**src/include/ppct_defines.svh**
```systemverilog
// register offsets, field positions, masks and reset values
`ifndef PPCT_DEFINES_SVH
`define PPCT_DEFINES_SVH

`define PPCT_OFS_CTRL 5'h00
`define PPCT_OFS_MODE 5'h04
`define PPCT_OFS_ADDR 5'h08
`define PPCT_OFS_DOUT 5'h0C
`define PPCT_OFS_RDGO 5'h10

`define PPCT_CTRL_ON 15
`define PPCT_CTRL_STOP_IN_IDLE 13
`define PPCT_CTRL_MUX 11
`define PPCT_CTRL_WREN 9
`define PPCT_CTRL_RDEN 8
`define PPCT_CTRL_CSF 6
`define PPCT_CTRL_ALP 5
`define PPCT_CTRL_CSP 3
`define PPCT_CTRL_WRITE_STROBE_POLARITY 1
`define PPCT_CTRL_READ_STROBE_POLARITY 0

`define PPCT_MODE_BUSY 15
`define PPCT_MODE_INTERRUPT_MODE 13
`define PPCT_MODE_INCREMENT_MODE 11
`define PPCT_MODE_PMOD 8
`define PPCT_MODE_SETUP_WAIT_STATES 6
`define PPCT_MODE_STROBE_WAIT_STATES 2
`define PPCT_MODE_HOLD_WAIT_STATES 0

`define PPCT_ADDR_CS 14

`define PPCT_CTRL_MASK 16'hBFEB
`define PPCT_MODE_MASK 16'h7BFF
`define PPCT_ADDR_MASK 16'h47FF
`define PPCT_REG_RESET 16'h0000

`endif

```
**src/include/ppct_pkg.sv**
```systemverilog
// types of the parallel port control and timing block
package ppct_pkg;

   typedef enum logic [2:0] {
      PPCT_IDLE,
      PPCT_ALO,
      PPCT_AHI,
      PPCT_SETUP,
      PPCT_STROBE,
      PPCT_HOLD
   } ppct_fsm_e;

   typedef struct packed {
      logic [15:0] lines;
      logic [7:0] data;
      logic data_oe;
      logic rd;
      logic rd_oe;
      logic wr;
      logic wr_oe;
      logic evt;
   } ppct_pins_s;

   typedef struct packed {
      ppct_fsm_e fsm;
      logic [3:0] cnt;
      logic is_rd;
      logic [15:0] ctrl;
      logic [15:0] mode;
      logic [15:0] addr;
      logic [7:0] dout;
      logic [7:0] din;
      logic [7:0] s1;
      logic [7:0] s2;
      logic waitrq;
      logic [31:0] rdata;
      ppct_pins_s pins;
   } ppct_state_s;

endpackage : ppct_pkg

```
**src/logic/ppct_top.sv**
```systemverilog
// parallel port control, mode, address and master access timing
module ppct_top
   import ppct_pkg::*;
#(
   parameter int ADDR_W = 5
) (
   input wire logic mclk_i,
   input wire logic sys_rst_i,
   input wire logic idle_i,
   input wire logic [ADDR_W-1:0] avs_address_i,
   input wire logic avs_read_i,
   input wire logic avs_write_i,
   input wire logic [31:0] avs_writedata_i,
   input wire logic [3:0] avs_byteenable_i,
   output logic [31:0] avs_readdata_o,
   output logic avs_waitrequest_o,
   output logic [15:0] port_address_lines_o,
   input wire logic [7:0] port_data_lines_i,
   output logic [7:0] port_data_lines_o,
   output logic port_data_lines_oe_o,
   output logic read_strobe_o,
   output logic read_strobe_oe_o,
   output logic write_strobe_o,
   output logic write_strobe_oe_o,
   output logic cycle_event_o
);
`include "ppct_defines.svh"

   generate
      if (ADDR_W < 5) begin : g_bad_width
         $error("ppct_top: ADDR_W must be at least 5");
      end
   endgenerate

   ppct_state_s q;
   ppct_state_s n;

   logic on;
   logic stop_in_idle;
   logic [1:0] mux;
   logic [1:0] chip_select_function;
   logic addr_latch_polarity;
   logic csp;
   logic write_strobe_polarity;
   logic read_strobe_polarity;
   logic [1:0] interrupt_mode;
   logic [1:0] increment_mode;
   logic [1:0] pmode;
   logic [1:0] wait_b;
   logic [3:0] wait_m;
   logic [1:0] wait_e;
   logic master;
   logic halt_idle;
   logic busy;
   logic [4:0] ofs;
   logic req;
   logic go_hit;
   logic stall;
   logic grant;
   logic take;
   logic ws0;
   logic [3:0] setup_cnt;
   logic [3:0] whold_cnt;
   logic [1:0] rhold;
   logic [11:0] step_all;
   logic [11:0] step_lo;
   logic cs_mode;

   function automatic logic [15:0] merge16(
      input logic [15:0] old,
      input logic [31:0] wd,
      input logic [3:0] be,
      input logic [15:0] mask
   );
      merge16 = {be[1] ? wd[15:8] : old[15:8],
                 be[0] ? wd[7:0] : old[7:0]} & mask;
   endfunction

   function automatic logic [11:0] step(
      input logic [11:0] v,
      input logic dn
   );
      step = dn ? v - 12'h001 : v + 12'h001;
   endfunction

   assign on = q.ctrl[`PPCT_CTRL_ON];
   assign stop_in_idle = q.ctrl[`PPCT_CTRL_STOP_IN_IDLE];
   assign mux = q.ctrl[`PPCT_CTRL_MUX +: 2];
   assign chip_select_function = q.ctrl[`PPCT_CTRL_CSF +: 2];
   assign addr_latch_polarity = q.ctrl[`PPCT_CTRL_ALP];
   assign csp = q.ctrl[`PPCT_CTRL_CSP];
   assign write_strobe_polarity = q.ctrl[`PPCT_CTRL_WRITE_STROBE_POLARITY];
   assign read_strobe_polarity = q.ctrl[`PPCT_CTRL_READ_STROBE_POLARITY];
   assign interrupt_mode = q.mode[`PPCT_MODE_INTERRUPT_MODE +: 2];
   assign increment_mode = q.mode[`PPCT_MODE_INCREMENT_MODE +: 2];
   assign pmode = q.mode[`PPCT_MODE_PMOD +: 2];
   assign wait_b = q.mode[`PPCT_MODE_SETUP_WAIT_STATES +: 2];
   assign wait_m = q.mode[`PPCT_MODE_STROBE_WAIT_STATES +: 4];
   assign wait_e = q.mode[`PPCT_MODE_HOLD_WAIT_STATES +: 2];
   assign master = pmode[1];
   assign cs_mode = (chip_select_function == 2'b10);
   assign halt_idle = stop_in_idle & idle_i;
   assign busy = (q.fsm != PPCT_IDLE);

   assign ofs = avs_address_i[4:0];
   assign req = avs_read_i | avs_write_i;
   assign go_hit = avs_write_i &
      ((ofs == `PPCT_OFS_DOUT) | (ofs == `PPCT_OFS_RDGO));
   // a new access waits for the running one instead of being lost
   assign stall = go_hit & on & master & busy;
   assign grant = req & q.waitrq & ~stall;
   assign take = req & ~q.waitrq;

   assign ws0 = (wait_m == 4'h0);
   assign setup_cnt = ws0 ? 4'h0 : {2'b00, wait_b};
   assign whold_cnt = ws0 ? 4'h0 : {2'b00, wait_e};
   assign rhold = ws0 ? 2'b00 : wait_e;

   assign step_all = step({q.addr[14], q.addr[10:0]}, increment_mode[1]);
   assign step_lo = step({1'b0, q.addr[10:0]}, increment_mode[1]);

   always_comb begin
      n = q;
      n.waitrq = 1'b1;
      n.s1 = port_data_lines_i;
      n.s2 = q.s1;
      n.pins.evt = 1'b0;

      if (grant) begin
         n.waitrq = 1'b0;
         case (ofs)
            `PPCT_OFS_CTRL: n.rdata = {16'h0000, q.ctrl};
            `PPCT_OFS_MODE: n.rdata = {16'h0000, busy, q.mode[14:0]};
            `PPCT_OFS_ADDR: n.rdata = {16'h0000, q.addr};
            `PPCT_OFS_DOUT: n.rdata = {24'h00_0000, q.dout};
            `PPCT_OFS_RDGO: n.rdata = {24'h00_0000, q.din};
            default: n.rdata = 32'h0000_0000;
         endcase
      end

      // access sequencing
      if (!on) begin
         n.fsm = PPCT_IDLE;
         n.cnt = 4'h0;
      end else if (busy && !halt_idle) begin
         if (q.cnt != 4'h0) begin
            n.cnt = q.cnt - 4'h1;
         end else begin
            case (q.fsm)
               PPCT_ALO: begin
                  n.fsm = (mux == 2'b10) ? PPCT_AHI : PPCT_SETUP;
                  n.cnt = setup_cnt;
               end
               PPCT_AHI: begin
                  n.fsm = PPCT_SETUP;
                  n.cnt = setup_cnt;
               end
               PPCT_SETUP: begin
                  n.fsm = PPCT_STROBE;
                  n.cnt = wait_m;
               end
               PPCT_STROBE: begin
                  if (q.is_rd) begin
                     n.din = q.s2;
                     n.fsm = (rhold == 2'b00) ? PPCT_IDLE : PPCT_HOLD;
                     n.cnt = {2'b00, rhold - 2'b01};
                  end else begin
                     n.fsm = PPCT_HOLD;
                     n.cnt = whold_cnt;
                  end
               end
               PPCT_HOLD: n.fsm = PPCT_IDLE;
               default: n.fsm = PPCT_IDLE;
            endcase
            if (n.fsm == PPCT_IDLE) begin
               n.pins.evt = (interrupt_mode == 2'b01);
               if (increment_mode == 2'b01 || increment_mode == 2'b10) begin
                  if (cs_mode) begin
                     n.addr[10:0] = step_lo[10:0];
                  end else begin
                     n.addr[14] = step_all[11];
                     n.addr[10:0] = step_all[10:0];
                  end
               end
            end
         end
      end

      // register writes land after the hardware address step
      if (take && avs_write_i) begin
         case (ofs)
            `PPCT_OFS_CTRL: n.ctrl = merge16(q.ctrl, avs_writedata_i,
               avs_byteenable_i, `PPCT_CTRL_MASK);
            `PPCT_OFS_MODE: n.mode = merge16(q.mode, avs_writedata_i,
               avs_byteenable_i, `PPCT_MODE_MASK);
            `PPCT_OFS_ADDR: n.addr = merge16(n.addr, avs_writedata_i,
               avs_byteenable_i, `PPCT_ADDR_MASK);
            `PPCT_OFS_DOUT: begin
               if (avs_byteenable_i[0]) begin
                  n.dout = avs_writedata_i[7:0];
               end
            end
            default: ;
         endcase
         if (go_hit && on && master) begin
            n.is_rd = (ofs == `PPCT_OFS_RDGO);
            n.fsm = (mux == 2'b00) ? PPCT_SETUP : PPCT_ALO;
            n.cnt = setup_cnt;
         end
      end

      // pin levels follow the next state so they leave a flip-flop
      n.pins.lines = 16'h0000;
      case (mux)
         2'b00: n.pins.lines[10:0] = n.addr[10:0];
         2'b01: n.pins.lines[10:8] = n.addr[10:8];
         default: ;
      endcase
      if (mux != 2'b00) begin
         n.pins.lines[0] = (n.fsm == PPCT_ALO) ? addr_latch_polarity : ~addr_latch_polarity;
         n.pins.lines[1] = (n.fsm == PPCT_AHI) ? addr_latch_polarity : ~addr_latch_polarity;
      end
      if (cs_mode) begin
         n.pins.lines[14] = n.addr[`PPCT_ADDR_CS] ? csp : ~csp;
      end else if (!mux[1]) begin
         n.pins.lines[14] = n.addr[14];
      end

      n.pins.data = 8'h00;
      n.pins.data_oe = 1'b0;
      case (n.fsm)
         PPCT_ALO: begin
            n.pins.data = n.addr[7:0];
            n.pins.data_oe = on;
         end
         PPCT_AHI: begin
            n.pins.data = {1'b0, n.addr[14] & ~cs_mode, 3'b000,
               n.addr[10:8]};
            n.pins.data_oe = on;
         end
         PPCT_SETUP, PPCT_STROBE, PPCT_HOLD: begin
            n.pins.data = n.is_rd ? 8'h00 : n.dout;
            n.pins.data_oe = on & ~n.is_rd;
         end
         default: ;
      endcase

      if (pmode == 2'b11) begin
         n.pins.rd = (n.fsm != PPCT_IDLE && n.is_rd) ? read_strobe_polarity : ~read_strobe_polarity;
         n.pins.wr = (n.fsm == PPCT_STROBE) ? write_strobe_polarity : ~write_strobe_polarity;
      end else begin
         n.pins.rd = (n.fsm == PPCT_STROBE && n.is_rd) ? read_strobe_polarity : ~read_strobe_polarity;
         n.pins.wr = (n.fsm == PPCT_STROBE && !n.is_rd) ? write_strobe_polarity : ~write_strobe_polarity;
      end
      n.pins.rd_oe = on & master & n.ctrl[`PPCT_CTRL_RDEN];
      n.pins.wr_oe = on & master & n.ctrl[`PPCT_CTRL_WREN];
   end

   always_ff @(posedge mclk_i) begin
      if (sys_rst_i) begin
         q <= '{fsm: PPCT_IDLE, cnt: 4'h0, is_rd: 1'b0,
                ctrl: `PPCT_REG_RESET, mode: `PPCT_REG_RESET,
                addr: `PPCT_REG_RESET, dout: 8'h00, din: 8'h00,
                s1: 8'h00, s2: 8'h00, waitrq: 1'b1,
                rdata: 32'h0000_0000, pins: '0};
      end else begin
         q <= n;
      end
   end

   assign avs_readdata_o = q.rdata;
   assign avs_waitrequest_o = q.waitrq;
   assign port_address_lines_o = q.pins.lines;
   assign port_data_lines_o = q.pins.data;
   assign port_data_lines_oe_o = q.pins.data_oe;
   assign read_strobe_o = q.pins.rd;
   assign read_strobe_oe_o = q.pins.rd_oe;
   assign write_strobe_o = q.pins.wr;
   assign write_strobe_oe_o = q.pins.wr_oe;
   assign cycle_event_o = q.pins.evt;

endmodule // ppct_top

```
**config.mk**
```make
export PLATFORM = sky130hd
export DESIGN_NAME = ppct_top
export DESIGN_NICKNAME = d
export VERILOG_FILES = /design/src/include/ppct_pkg.sv /design/src/logic/ppct_top.sv
export VERILOG_INCLUDE_DIRS = /design/src /design/src/include
export SDC_FILE = /design/constraint.sdc
export NUM_CORES = 1
export LEC_CHECK = 0
export BUFFER_PORTS_ARGS = -buffer_cell sky130_fd_sc_hd__buf_2
export CAP_MARGIN = 40
export CELL_PAD_IN_SITES_DETAIL_PLACEMENT = 0
export CELL_PAD_IN_SITES_GLOBAL_PLACEMENT = 1
export CORE_MARGIN = 2
export CORE_UTILIZATION = 45
export DETAILED_ROUTE_END_ITERATION = 8
export PLACE_DENSITY_LB_ADDON = 0.2
export SLEW_MARGIN = 30
export SYNTH_ARGS = -nofsm -noshare
export SYNTH_HDL_FRONTEND = slang
export SYNTH_SLANG_ARGS = --single-unit
```
**constraint.sdc**
```tcl
create_clock -name mclk_i -period 6.7 [get_ports mclk_i]
set_input_delay 1.34 -clock mclk_i [delete_from_list [all_inputs] [get_ports mclk_i]]
set_output_delay 1.34 -clock mclk_i [all_outputs]
set_load 0.005 [all_outputs]
```
# ---- Word-level counts from Yosys, hierarchy flattened
# Index checks and enable logic that the tools add are counted.
dict set report totals {
  regBits 142
  in_bits 54
  out_inout_bits 63
  wordCells 171
}
dict set report classes {
  add_sub_neg 6
  n_eq_ne 20
  muxes 60
  n_bitwise 29
  n_reduce_logical 30
}
# operator count
set op_table {}
lappend op_table {{case mux 16 bit (5 select lines)} 1}
lappend op_table {{two-way mux 11 bit} 7}
lappend op_table {{two-way mux 64 bit} 1}
lappend op_table {{two-way mux 8 bit} 8}
lappend op_table {{two-way mux 7 bit} 5}
lappend op_table {{two-way mux 33 bit} 1}
lappend op_table {{two-way mux 15 bit} 2}
lappend op_table {{case mux 9 bit (3 select lines)} 1}
lappend op_table {{two-way mux 1 bit} 18}
lappend op_table {{two-way mux 16 bit} 1}
lappend op_table {{two-way mux 3 bit} 5}
lappend op_table {{inverter 1 bit} 14}
lappend op_table {{bitwise AND 1 bit} 13}
lappend op_table {{adder 12 x 1 -> 12 bit (second input constant)} 1}
lappend op_table {{equality test 3 x 2 -> 1 bit (second input constant)} 4}
lappend op_table {{two-way mux 12 bit} 1}
lappend op_table {{two-way mux 2 bit} 6}
lappend op_table {{case mux 3 bit (4 select lines)} 1}
lappend op_table {{case mux 4 bit (3 select lines)} 1}
lappend op_table {{AND reduction 3 bit} 4}
lappend op_table {{subtractor 12 x 1 -> 12 bit (second input constant)} 1}
lappend op_table {{adder 11 x 1 -> 11 bit (second input constant)} 1}
lappend op_table {{subtractor 11 x 1 -> 11 bit (second input constant)} 1}
lappend op_table {{equality test 5 x 4 -> 1 bit (second input constant)} 2}
lappend op_table {{24 further kinds} 45}

# ---- Logic depth before layout (Yosys ltp)
dict set report logic_depth {
  ltp_word 21
  mapped_depth 13
  mapped_depth_nobuf 11
}

# ---- Least setup slack after synthesis
# No wires, ideal clock.
dict set report synth_timing {
  path_kind {input to register}
  startpoint {input avs_address_i[3]}
  endpoint {register q, in the netlist port_data_lines_o[1]}
  setup_time_ns 0.115
  t_arrival_ns 3.251
  required_ns 6.585
  setup_slack_ns 3.334
  path_stages 9
  path_buffers 2
  path_cell_list {clkbuf_1 -> and3b_1 -> and2_1 -> and3_1 -> clkbuf_1 -> mux2_2 -> a22oi_1 -> o221ai_1 -> and2_1}
}
dict set report synth_via {
  elab_chain_cells 10
  word_cells_on_any_way 19
  classes_between {eq/ne (8); mux (6); bitwise (2); reduce/logical (3)}
}
# item line_no
set synth_rtl {}
lappend synth_rtl {{start: declaration} ppct_top.sv:10} ;# input wire logic [ADDR_W-1:0] avs_address_i,
lappend synth_rtl {{equality test 5 x 4 -> 1 bit / equality test 5 bit (equally long branches)} --}
lappend synth_rtl {{OR 1 bit} ppct_top.sv:108} ;# ((ofs == `PPCT_OFS_DOUT) | (ofs == `PPCT_OFS_RDGO));
lappend synth_rtl {{bitwise AND 1 bit} ppct_top.sv:107} ;# assign go_hit = avs_write_i &
lappend synth_rtl {{logical AND 1 bit (2 in series)} ppct_top.sv:205} ;# if (go_hit && on && master) begin
lappend synth_rtl {{two-way mux 8 bit} ppct_top.sv:205}
lappend synth_rtl {{two-way mux 64 bit *} ppct_top.sv:190} ;# if (take && avs_write_i) begin
lappend synth_rtl {{equality test 3 bit / equality test 3 x 2 -> 1 bit (equally long branches)} ppct_top.sv:231} ;# case (n.fsm)
lappend synth_rtl {{OR reduction 3 bit} ppct_top.sv:231}
lappend synth_rtl {{case mux 9 bit (3 select lines) *} ppct_top.sv:231}
lappend synth_rtl {{end signal: assignment} ppct_top.sv:261} ;# q <= '{fsm: PPCT_IDLE, cnt: 4'h0, is_rd: 1'b0,
lappend synth_rtl {{end signal: assignment} ppct_top.sv:267} ;# q <= n;
lappend synth_rtl {{end: declaration} ppct_top.sv:35} ;# ppct_state_s q;
# Mark *: on every way between the ends. The rest lies on a longest branch, timed or not.
# A chain may end at the register's enable or synchronous reset.

# ---- Worst setup path after layout
dict set report layout_timing {
  startpoint {register q[113] (netlist name)}
  endpoint {register q, in the netlist port_address_lines_o[14]}
}
dict set report layout_via {
  elab_chain_cells 19
  word_cells_on_any_way 20
  classes_between {mux (17); reduce/logical (3)}
}
# item line_no
set layout_rtl {}
lappend layout_rtl {{logical NOT 4 bit *} ppct_top.sv:114} ;# assign ws0 = (wait_m == 4'h0);
lappend layout_rtl {{two-way mux 2 bit *} ppct_top.sv:117} ;# assign rhold = ws0 ? 2'b00 : wait_e;
lappend layout_rtl {{logical NOT 2 bit *} ppct_top.sv:165} ;# n.fsm = (rhold == 2'b00) ? PPCT_IDLE : PPCT_HOLD;
lappend layout_rtl {{two-way mux 3 bit *} ppct_top.sv:165}
lappend layout_rtl {{two-way mux 7 bit *} ppct_top.sv:163} ;# if (q.is_rd) begin
lappend layout_rtl {{case mux 3 bit (4 select lines) *} ppct_top.sv:149} ;# case (q.fsm)
lappend layout_rtl {{two-way mux 3 bit *} ppct_top.sv:146} ;# if (q.cnt != 4'h0) begin
lappend layout_rtl {{two-way mux 3 bit *} ppct_top.sv:145} ;# end else if (busy && !halt_idle) begin
lappend layout_rtl {{[3 not listed]} --}
lappend layout_rtl {{two-way mux 1 bit *} ppct_top.sv:146}
lappend layout_rtl {{two-way mux 1 bit *} ppct_top.sv:145}
lappend layout_rtl {{two-way mux 1 bit *} ppct_top.sv:142} ;# if (!on) begin
lappend layout_rtl {{two-way mux 7 bit} ppct_top.sv:75} ;# merge16 = {be[1] ? wd[15:8] : old[15:8],
lappend layout_rtl {{two-way mux 15 bit} ppct_top.sv:191} ;# case (ofs)
lappend layout_rtl {{two-way mux 64 bit *} ppct_top.sv:190}
lappend layout_rtl {{two-way mux 1 bit, on equally long branches} {ppct_top.sv:225, ppct_top.sv:224}}
lappend layout_rtl {{two-way mux 1 bit *} ppct_top.sv:223} ;# if (cs_mode) begin
# Mark *: on every way between the ends. The rest lies on a longest branch, timed or not. The select of a mux whose other input is x is not followed.

==> results.md <==
- Synth Cell Area: 6170 µm²
- Slew HR: 45.6%
- H-tree levels: 4
- Synth Register Bits: 122
- Setup tns final: 0 ns
- Io pins: 117
- Worst EP arrival: 3.93 ns
- Die area: 14700 µm²
- Antenna violations before repair: 0
- Worst Tran Pin Value: 0.814 ns
- Static Leak: 0.00300 µW
- Placed Cells: 887
- Primary FF master, synth: dfxtp_1
- CP Launch Type: register
- Post-CTS Hold Buffers: 0
- Power Dens Cells: 245 nW/µm²
- Drt pass-1 iters: 6
- Die Y: 121 µm
- Minimum clock period: 3.63 ns
- GRT overflow: 0
- Core area: 13300 µm²
- GRT Resource Usage Total: 23.1%
- Synth area leader: dfxtp_1
- Detailed Place HPWL: 11800 µm
- Commonest non-fill, non-tap cell in the layout: dfxtp_1
- Ant. Diodes: 0
- Rows: 42
- Routed WL per cell: 18.0 µm
- Outcome: finished, final reports clean
- Vias in the first global route: 4736
- # DRC: 0
- Element type at the critical path end: register
- Max frequency: 276 MHz
- Distinct cell type count after synthesis: 72
- Layout area overhead: 12.1%
- Final hold violation count: 0
- Routed Antenna Nets: 0
- Post-CTS Setup Bufs: 0
- Worst-Skew Late Latency: 0.42 ns
- Die W: 121 µm
- Clock Pin Slew Worst Setup and Hold Paths: 0.05 ns
- RSZ-0062 raised after global routing: false
- CTS Sinks: 122
- Root buffer cell: clkbuf_16
- # port buffers: 78
- Worst vdd rail ir drop: 0.176 mV
- Routability congestion estimate from global placement: 0.891
- Bufs on Longest Clock Path: 2
- Worst path required time: 7.01 ns
- Share of cells above drive strength 1: 18.3%
- Routed WL: 16500 µm
- Crit-path max FO: 6
- Area fraction of the dominant cell type after synthesis: 39.6%
- Vias per cell: 5.49
- Fin. max-slew vios: 0
- Final Setup Violations: 0
- Worst slack at placement: 2.76 ns
- Initial Util: 46.4%
- CTS tree: yes
- WS Path Type: reg2reg
- Final setup skew: 0.00511 ns
- Hold Path Class: reg2reg
- Avg Synthesized Cell Area: 8.80 µm²
- Post-synthesis sequential area ratio: 39.6%
- Synth top area cells: dfxtp_1, mux2i_1, buf_4
- Largest net degree at the start of global routing: 60
- Finished Layout Cells: 919
- Period utilisation layout: 54.2%
- CTS Buf Count: 17
- Final setup margin: 3.07 ns
- Fill cells: 1263
- Iteration-0 DRC Markers: 382
- YS warnings: 0
- Max-cap violations: 0
- Post-synth EDFFs: 0
- Nets: 798
- Syn Inst Count: 701
- Fraction of registers with async set/reset: 0%
- DR vias: 5044
- PostCTS Resize Cnt: 0
- First-pass GRT wire length: 25700 µm
- Most frequent cells in the layout: dfxtp_1, nor2_1, buf_2, mux2i_1, nand2_1
[flip-flops by register name (all words and copies together), names as in the netlist, 2 cells and up]
name and cells:
avs_readdata_o 16, port_address_lines_o 12, increment_mode 2, chip_select_function 2, mux 2, q 58, interrupt_mode 2, n 8
port_data_lines_o 8
[stage by stage]
step	cell area, µm²	power [µW]	hold WS [ns]	utilization, %
after CTS	6910	1700	0.437	51.9
after detailed placement	6320	801	0.424	47.6
after global placement	6320	800	0.417	47.6
after global routing	6910	1740	0.447	52.0
after floorplan	6240	786	0.414	-
final	6910	1690	0.435	52.0
[cells in the mapped netlist (3+ instances only)]
cell and n:
a211oi_1 5, a21boi_0 3, a21o_1 3, a21oi_1 20, a22o_1 7, a22oi_1 33
a31oi_1 4, and2_1 11, and3_1 5, and3b_1 3, buf_1 3, buf_2 3
buf_4 56, clkbuf_1 30, dfxtp_1 122, ha_1 13, inv_1 8, mux2_2 4
mux2i_1 45, nand2_1 44, nand2b_1 5, nand3_1 17, nor2_1 97, nor2b_1 31
nor3_1 18, o211ai_1 11, o21ai_0 21, o221ai_1 4, o22ai_1 5, or2_2 3
xnor2_1 7, xor2_1 8
[path summary, 6_finish.rpt]
| kind | startpoint | to | slack [ns] | cells past startpoint |
|---|---|---|---|---|
| worst min register to register | n[64]$_SDFF_PP0_ | q[64]$_SDFF_PP0_ | 0.44 | 1 |
| worst min-delay path | n[64]$_SDFF_PP0_ | q[64]$_SDFF_PP0_ | 0.44 | 1 |
| worst max-delay path | q[113]$_SDFFE_PP0P_ | port_address_lines_o[14]$_SDFF_PP0_ | 3.07 | 10 |
| worst max register to register | q[113]$_SDFFE_PP0P_ | port_address_lines_o[14]$_SDFF_PP0_ | 3.07 | 10 |
[cells by family after synthesis]
| family | share of synthesized area [%] |
|---|---|
| compound gates | 16.5 |
| xor+xnor | 2.39 |
| fa+ha+maj | 2.96 |
| buf+inv | 9.74 |
| flops | 39.6 |
| mux | 8.44 |
| other cells | 0.0608 |
| simple gates | 20.3 |
[area by class of cell]
type	instances	area (µm²)	area share [%]
clock inverter	10	118	1.70
sequential	122	2440	35.3
multi-input combinational	497	3200	46.3
inverter	8	30.0	0.435
tap	176	220	3.19
clock buffer	22	464	6.72
timing repair buffer	84	438	6.34
[per-layer routing]
layer,up-vias,wire length (µm),global-route usage [%]
met1,2397,7580,30.8
met2,168,7600,35.9
li1,2448,-,-
met5,-,0,0
met3,31,984,5.64
met4,0,364,9.38
[power by group]
group | switching, µW | internal (µW)
clock network | 338 | 566
logic | 35.7 | 16.6
registers | 1.92 | 732
[critical path, cell delays in order, from the launching register on]
cell	delay, ns
dfxtp_1	0.34
or4_1	0.62
nand2_1	0.16
ha_1	0.17
a211o_1	0.21
nand4_2	0.22
or2_0	0.42
or4_4	0.61
xnor2_2	0.15
mux2i_2	0.26
mux2_1	0.35
(Power assumes the default switching activity.)
